File: src/rtl/sbp_defs.svh
/*
 * Offsets, field positions, reset values and scale constants of the
 * shunt, bus, current and power result registers.
 * Assumes inclusion by bare name from the design files.
 */
`ifndef SBP_DEFS_SVH
`define SBP_DEFS_SVH

`define SBP_OFS_SHUNT 8'h01
`define SBP_OFS_BUS 8'h02
`define SBP_OFS_POWER 8'h03
`define SBP_OFS_CURRENT 8'h04
`define SBP_BUS_CNT_LSB 3
`define SBP_BUS_FLAG_READY 1
`define SBP_BUS_FLAG_OVF 0
`define SBP_BUS_FULL_WIDE 13'h1f40
`define SBP_BUS_FULL_NARROW 13'h0fa0
`define SBP_SHUNT_FULL_40 17'sh00fa0
`define SBP_SHUNT_FULL_80 17'sh01f40
`define SBP_SHUNT_FULL_160 17'sh03e80
`define SBP_SHUNT_FULL_320 17'sh07d00
`define SBP_CUR_SHIFT 12
`define SBP_POWER_DIV 35'sh1388
`define SBP_CUR_MAX 20'sh07fff
`define SBP_CUR_MIN (-20'sh08000)
`define SBP_POW_MAX 30'sh0000ffff
`define SBP_RST_RESULT 16'h0000
`define SBP_RST_RANGE_WIDE 1'b1
`define SBP_RST_GAIN 2'h3
`define SBP_MODE_PWRDN 3'h0
`define SBP_MODE_ADC_OFF 3'h4

`endif

File: src/rtl/sbp_pkg.sv
/*
 * Types of the result register block.
 * Assumes nothing beyond a SystemVerilog compiler.
 */
package sbp_pkg;
    typedef enum logic [1:0] {
        SBP_IDLE,
        SBP_CURRENT,
        SBP_POWER
    } sbp_math_e;
    typedef logic [15:0] sbp_word_t;
endpackage

File: src/rtl/sbp_result_regs.sv
/*
 * Result registers of a shunt, bus, current and power monitor: shunt
 * clamping, bus word with ready and overflow flags, current and power math.
 * Assumes measurements arrive as one-cycle strobes with raw signed or
 * unsigned counts, and that the serial engine gives read strobes with an
 * address and a mode-write strobe with the new mode.
 */
`include "sbp_defs.svh"

module sbp_result_regs (
    input wire logic CLK_SYS,
    input wire logic RST_N,
    input wire logic CLK_EN,
    input wire logic BUS_RANGE_SELECT,
    input wire logic [1:0] SHUNT_GAIN_SELECT,
    input wire logic [15:0] CALIBRATION,
    input wire logic SHUNT_VALID,
    input wire logic signed [16:0] SHUNT_RAW,
    input wire logic BUS_VALID,
    input wire logic [12:0] BUS_RAW,
    input wire logic CYCLE_DONE,
    input wire logic MODE_WRITE,
    input wire logic [2:0] MODE_VALUE,
    input wire logic RD_STROBE,
    input wire logic [7:0] RD_ADDR,
    output logic [15:0] RD_DATA,
    output logic CONVERSION_READY,
    output logic MATH_BUSY
);
    logic rst_meta_q;
    logic rst_sync_q;
    logic signed [16:0] shunt_full;
    logic signed [16:0] shunt_clamped;
    sbp_pkg::sbp_word_t shunt_q;
    sbp_pkg::sbp_word_t bus_word;
    logic [12:0] bus_cnt_q;
    logic bus_narrow_q;
    sbp_pkg::sbp_word_t current_q;
    sbp_pkg::sbp_word_t power_q;
    logic ready_q;
    logic ovf_q;
    logic pend_q;
    sbp_pkg::sbp_math_e math_q;
    logic signed [31:0] cur_prod;
    logic signed [19:0] cur_div;
    logic signed [29:0] pow_prod;
    logic signed [29:0] pow_div;
    logic cur_ovf;
    logic pow_ovf;
    logic clear_ready;
    logic mode_clear;
    logic power_read;
    sbp_pkg::sbp_word_t rd_data_d;

    // Reset leaves through two flops
    always_ff @(posedge CLK_SYS or negedge RST_N) begin
        if (!RST_N) begin
            rst_meta_q <= 1'b0;
            rst_sync_q <= 1'b0;
        end else begin
            rst_meta_q <= 1'b1;
            rst_sync_q <= rst_meta_q;
        end
    end

    // Full scale per gain code
    always_comb begin
        unique case (SHUNT_GAIN_SELECT)
            2'h0: shunt_full = `SBP_SHUNT_FULL_40;
            2'h1: shunt_full = `SBP_SHUNT_FULL_80;
            2'h2: shunt_full = `SBP_SHUNT_FULL_160;
            2'h3: shunt_full = `SBP_SHUNT_FULL_320;
        endcase
        if (SHUNT_RAW > shunt_full)
            shunt_clamped = shunt_full;
        else if (SHUNT_RAW < -shunt_full)
            shunt_clamped = -shunt_full;
        else
            shunt_clamped = SHUNT_RAW;
    end

    // Only clamped counts reach the register
    always_ff @(posedge CLK_SYS or negedge rst_sync_q) begin
        if (!rst_sync_q)
            shunt_q <= `SBP_RST_RESULT;
        else if (CLK_EN && SHUNT_VALID)
            shunt_q <= shunt_clamped[15:0];
    end

    // Latest bus measurement, range applied
    always_ff @(posedge CLK_SYS or negedge rst_sync_q) begin
        if (!rst_sync_q) begin
            bus_cnt_q <= 13'h0000;
            bus_narrow_q <= ~`SBP_RST_RANGE_WIDE;
        end else if (CLK_EN && BUS_VALID) begin
            bus_narrow_q <= ~BUS_RANGE_SELECT;
            if (BUS_RANGE_SELECT)
                bus_cnt_q <= (BUS_RAW > `SBP_BUS_FULL_WIDE) ?
                    `SBP_BUS_FULL_WIDE : BUS_RAW;
            else
                bus_cnt_q <= (BUS_RAW > `SBP_BUS_FULL_NARROW) ?
                    `SBP_BUS_FULL_NARROW : BUS_RAW;
        end
    end

    // Bit 2 unused, always reads zero
    always_comb begin
        bus_word = {bus_cnt_q, 3'h0};
        if (bus_narrow_q)
            bus_word[15] = 1'b0;
        bus_word[`SBP_BUS_FLAG_READY] = ready_q;
        bus_word[`SBP_BUS_FLAG_OVF] = ovf_q;
    end

    // Current math; calibration bit 0 takes no part
    always_comb begin
        cur_prod = $signed(shunt_q) * $signed({1'b0, CALIBRATION[15:1], 1'b0});
        cur_div = 20'(cur_prod >>> `SBP_CUR_SHIFT);
        cur_ovf = (cur_div > `SBP_CUR_MAX) ||
            (cur_div < `SBP_CUR_MIN);
    end

    // Power math uses the current stored one step earlier
    always_comb begin
        pow_prod = $signed(current_q) * $signed({1'b0, bus_cnt_q});
        pow_div = 30'(35'(pow_prod) / `SBP_POWER_DIV);
        pow_ovf = (pow_div > `SBP_POW_MAX) || (pow_div < 30'sh0);
    end

    // One step each for current, then power
    always_ff @(posedge CLK_SYS or negedge rst_sync_q) begin
        if (!rst_sync_q) begin
            math_q <= sbp_pkg::SBP_IDLE;
            pend_q <= 1'b0;
            current_q <= `SBP_RST_RESULT;
            power_q <= `SBP_RST_RESULT;
            ovf_q <= 1'b0;
        end else if (CLK_EN) begin
            unique case (math_q)
                sbp_pkg::SBP_IDLE: begin
                    // Cycle start ignored while a sequence runs
                    if (CYCLE_DONE)
                        math_q <= sbp_pkg::SBP_CURRENT;
                end
                sbp_pkg::SBP_CURRENT: begin
                    current_q <= cur_div[15:0];
                    ovf_q <= cur_ovf;
                    math_q <= sbp_pkg::SBP_POWER;
                end
                sbp_pkg::SBP_POWER: begin
                    power_q <= pow_div[15:0];
                    ovf_q <= ovf_q | pow_ovf;
                    math_q <= sbp_pkg::SBP_IDLE;
                end
                default: math_q <= sbp_pkg::SBP_IDLE;
            endcase
            // Ready follows the power step
            pend_q <= (math_q == sbp_pkg::SBP_POWER);
        end
    end

    // Off modes leave the ready flag alone
    assign mode_clear = MODE_WRITE && MODE_VALUE != `SBP_MODE_PWRDN &&
        MODE_VALUE != `SBP_MODE_ADC_OFF;
    assign power_read = RD_STROBE && RD_ADDR == `SBP_OFS_POWER;
    assign clear_ready = mode_clear || power_read;

    // Set wins over clear
    always_ff @(posedge CLK_SYS or negedge rst_sync_q) begin
        if (!rst_sync_q)
            ready_q <= 1'b0;
        else if (CLK_EN) begin
            if (pend_q)
                ready_q <= 1'b1;
            else if (clear_ready)
                ready_q <= 1'b0;
        end
    end

    // Unmapped offsets read as zero
    always_comb begin
        unique case (RD_ADDR)
            `SBP_OFS_SHUNT: rd_data_d = shunt_q;
            `SBP_OFS_BUS: rd_data_d = bus_word;
            `SBP_OFS_POWER: rd_data_d = power_q;
            `SBP_OFS_CURRENT: rd_data_d = current_q;
            default: rd_data_d = `SBP_RST_RESULT;
        endcase
    end

    // Read path freezes while CLK_EN is low
    always_ff @(posedge CLK_SYS or negedge rst_sync_q) begin
        if (!rst_sync_q) begin
            RD_DATA <= `SBP_RST_RESULT;
            CONVERSION_READY <= 1'b0;
            MATH_BUSY <= 1'b0;
        end else if (CLK_EN) begin
            // Flag copy lags the flag by one cycle
            CONVERSION_READY <= ready_q;
            MATH_BUSY <= (math_q != sbp_pkg::SBP_IDLE);
            if (RD_STROBE)
                RD_DATA <= rd_data_d;
        end
    end
endmodule

File: config.mk
export PLATFORM = sky130hd
export DESIGN_NAME = sbp_result_regs
export DESIGN_NICKNAME = d
export VERILOG_FILES = /design/src/rtl/sbp_pkg.sv /design/src/rtl/sbp_result_regs.sv
export VERILOG_INCLUDE_DIRS = /design/src /design/src/rtl
export SDC_FILE = /design/constraint.sdc
export NUM_CORES = 2
export LEC_CHECK = 0
export BUFFER_PORTS_ARGS = -buffer_cell sky130_fd_sc_hd__buf_4
export CORE_MARGIN = 4
export CORE_UTILIZATION = 40
export DETAILED_ROUTE_END_ITERATION = 8
export GPL_ROUTABILITY_DRIVEN = 0
export PLACE_DENSITY = 0.52
export SYNTH_ARGS = -nofsm -noshare
export SYNTH_HDL_FRONTEND = slang
export SYNTH_SLANG_ARGS = --single-unit
File: constraint.sdc
create_clock -name CLK_SYS -period 5.4 [get_ports CLK_SYS]
set_clock_uncertainty 0.2 [all_clocks]
set_input_delay 0.54 -clock CLK_SYS [delete_from_list [all_inputs] [get_ports CLK_SYS]]
set_output_delay 0.54 -clock CLK_SYS [all_outputs]
set_load 0.05 [all_outputs]
==> flow_summary.toml <==
[global_route]
grt_pass1_wl_um = 158700
overflow = 0
grt_usage = 0.2478
grt_max_degree = 65
antenna_found_initial = 0
grt_pass1_vias = 29710

[cts]
h-tree-depth = 3
clk_path_buf_depth = 2
cts.sinks = 87
clock-root-buffer = "clkbuf_16"
clk_pin_slew_ns = 0.09
numCtsBuffers = 9
clkLatencyLatePin_ns = 0.39
cts_tree = "yes"

[setup_path]
r2r-start = "bus_cnt_q[4]"
critPathMaxFanout = 9
crit_path_top_delay_cell = "fa_1"
cp.required_ns = 5.45
crit_arrival_ns = 21.29
critPathKind = "reg -> reg"
critPathLaunchType = "flop"
cp_slowest_stage_delay_ns = 0.54
cp-end-kind = "flop"
crit_top_cell = "buf_4"
rr_endpoint = "power_q[14]"
reg2reg_depth = 97
rrSetupSlack_ns = -15.84

[timing]
period_minus_slack_ns = 21.24
finalCritPeriodShare = 3.933
worst_slack_ns = -15.84
setup_viol = 29
worst_slew_pin_slew_ns = 1.249
fmax_ghz = 0.04708
slew_headroom = 0.1650
maxSlewViolCount = 0
rsz0062_at_grt = "yes"
hold_ws_ns = 0.07895
timing.final.hold_violations = 0

[route]
post_drt_wl_per_cell_um = 17.73
vias = 29590
drc = 0
drtIter0Drc = 1709
ant_nets = 0
viasPerCell = 5.286
drt-pass1-iter-count = 5
routed_wl_um = 99220

[status]
outcome = "finished, violations left"
violations = "setup timing"

[finish]
final_nets = 5313
layout-drive-gt1-share = 0.3727
final.fill_count = 6795
diodes = 0
area_delta_synth_final_pct = 42.24

[synth]
syn_nets = 4319
postSynth.asyncResetShare = 1.000
synth_edf_count = 0
syn_inst = 3629
yosysWarnings = 0
yosysUniqueCellTypes = 144
seq_area_frac_synth = 0.07265
synth_ff_type = "dfrtp_1"
ys_ff_latch = 87
syn_avg_cell_area_um2 = 8.258
syn_area_um2 = 29970

[die]
start_util = 0.4032
pin_count = 86
rows = 100
die_y_um = 281.7
die_area_um2 = 79360
die_x_um = 281.7
core_area_um2 = 74320

[place]
portBuffers = 83
hpwl_um = 81120

[job]
max_cap_violations = 0

[min_path]
holdCritPathClass = "reg -> async"
-- area by class of cell --
type / count / area (µm²) / area share
Tap cell: 969 / 1212 / 0.02844
Multi-Input combinational cell: 2832 / 27850 / 0.6534
Sequential cell: 87 / 2207 / 0.05178
Timing Repair Buffer: 1136 / 8962 / 0.2103
Clock inverter: 7 / 70.07 / 0.001644
Clock buffer: 9 / 225.2 / 0.005283
Inverter: 557 / 2097 / 0.04919
-- cells in the mapped netlist (all sizes together) (12+ instances only) --
master	n	area [µm²]
a22o	23	201.4
and4	12	107.6
o31ai	15	140.1
a211oi	40	350.3
nor3	64	356.6
dfrtp	87	2177
nand4	27	181.4
a31oi	44	306.5
mux2i	19	193.9
o22ai	12	88.84
nor2	174	663.1
a221oi	23	242.7
nor2b	12	75.07
xor2	65	569.3
or2	22	137.6
mux2	17	191.4
xnor2	116	1046
inv	556	2087
or3	25	161.4
o21a	23	173.9
a21o	25	188.9
o211a	13	130.1
and3	22	137.6
o21ai	176	884.6
buf	39	255.2
ha	180	2252
nand3	70	360.3
a41oi	12	120.1
a21oi	121	620.6
o211ai	37	292.8
nor4	34	240.2
clkbuf	115	432.9
a21boi	15	131.4
a311oi	18	217.7
nand2	450	1692
and2	252	1579
fa	442	8848
nand2b	23	146.4
-- through the flow --
step	setup TNS, ns	utilization	setup WS [ns]	instances	cell area [µm²]
2_1_floorplan	-275.44	-	-15.75	3629	30590
3_3_place_gp	-294.25	0.5191	-16.33	5440	38580
3_5_place_dp	-295.34	0.5191	-16.37	5440	38580
4_1_cts	-277.87	0.5514	-15.53	5536	40980
5_1_grt	-299.35	0.5736	-16.55	5597	42630
6_report	-282.35	0.5736	-15.84	5597	42630
-- state kept, by name, summed over array words and instances, names as in the netlist --
name and cells:
rst_sync_q 1, rst_meta_q 1, RD_DATA 16, ready_q 1, bus_narrow_q 1, ovf_q 1
current_q 16, bus_cnt_q 13, CONVERSION_READY 1, shunt_q 16, MATH_BUSY 1, pend_q 1
power_q 16, math_q 2
-- layer usage --
metal,part of all wire,up-vias,wire [µm],global-route usage
li1,-,14140,-,-
met1,0.46,14680,45470,0.3485
met2,0.47,644,47110,0.4108
met3,0.048,121,4800,0.03627
met4,0.019,0,1839,0.04796
met5,0,-,0,0
-- worst max-delay path by stage --
stage | from | to | slack [ns] | depth (start not counted)
after floorplan | current_q[10] | power_q[10] | -15.75 | 94
after global placement | current_q[9] | power_q[10] | -16.33 | 94
after detailed placement | bus_cnt_q[4] | power_q[10] | -16.37 | 90
after CTS | bus_cnt_q[4] | power_q[10] | -15.53 | 89
after global routing | bus_cnt_q[4] | power_q[14] | -16.55 | 96
final | bus_cnt_q[4] | power_q[14] | -15.84 | 97
-- logic make-up after synthesis --
logic type | count (synthesis) | share of synthesized area
multiplexers | 36 | 0.01286
AO/OA/AOI/OAI | 750 | 0.1871
buffers and inverters | 713 | 0.09336
other | 1 | 0.0001251
flip-flops | 87 | 0.07265
XOR/XNOR | 181 | 0.05390
AND/OR/NAND/NOR | 1234 | 0.2078
adder cells (fa/ha/maj) | 627 | 0.3721
-- cells in the final DEF (no fill, tap or decap), types with 22 or more instances in the layout --
cell type / Yosys / routed
fa_1: 442 / 435
nor2_1: 172 / 141
xnor2_1: 112 / 97
a21oi_1: 117 / 66
nand3_1: 68 / 58
o21ai_1: 36 / 38
nand2_1: 449 / 426
dfrtp_1: 87 / 65
a21oi_2: 4 / 45
a21o_1: 24 / 23
o211ai_1: 34 / 34
and2_1: 250 / 222
inv_2: 1 / 25
a31oi_1: 39 / 26
ha_4: 0 / 23
ha_1: 180 / 153
o21ai_0: 139 / 106
buf_4: 12 / 1069
and2_4: 1 / 27
nor3_1: 58 / 43
inv_1: 555 / 529
a22o_1: 23 / 22
buf_6: 5 / 45
nand4_1: 25 / 25
o21ai_2: 1 / 24
xor2_1: 65 / 47
-- critical path, delay by kind of cell, from the launching register on --
kind | cells | cell delay [ns]
buffers and inverters | 26 | 3.33
flip-flops | 1 | 0.49
AO/OA/AOI/OAI | 32 | 6.57
adder cells (fa/ha/maj) | 9 | 3.40
multiplexers | 3 | 0.87
XOR/XNOR | 3 | 0.39
AND/OR/NAND/NOR | 24 | 5.82
-- repair_timing --
item,4_1_cts,5_1_grt
pin swaps,144,167
endpoints found under the setup margin,30,31
buffers inserted,82,64
gates resized for setup,285,243
hold buffers,1,0
gates cloned,2,1
endpoints found under the hold margin,2,0
Power is not shown: default switching activity piles up to over one toggle a cycle in this logic, so the estimate is an artifact.
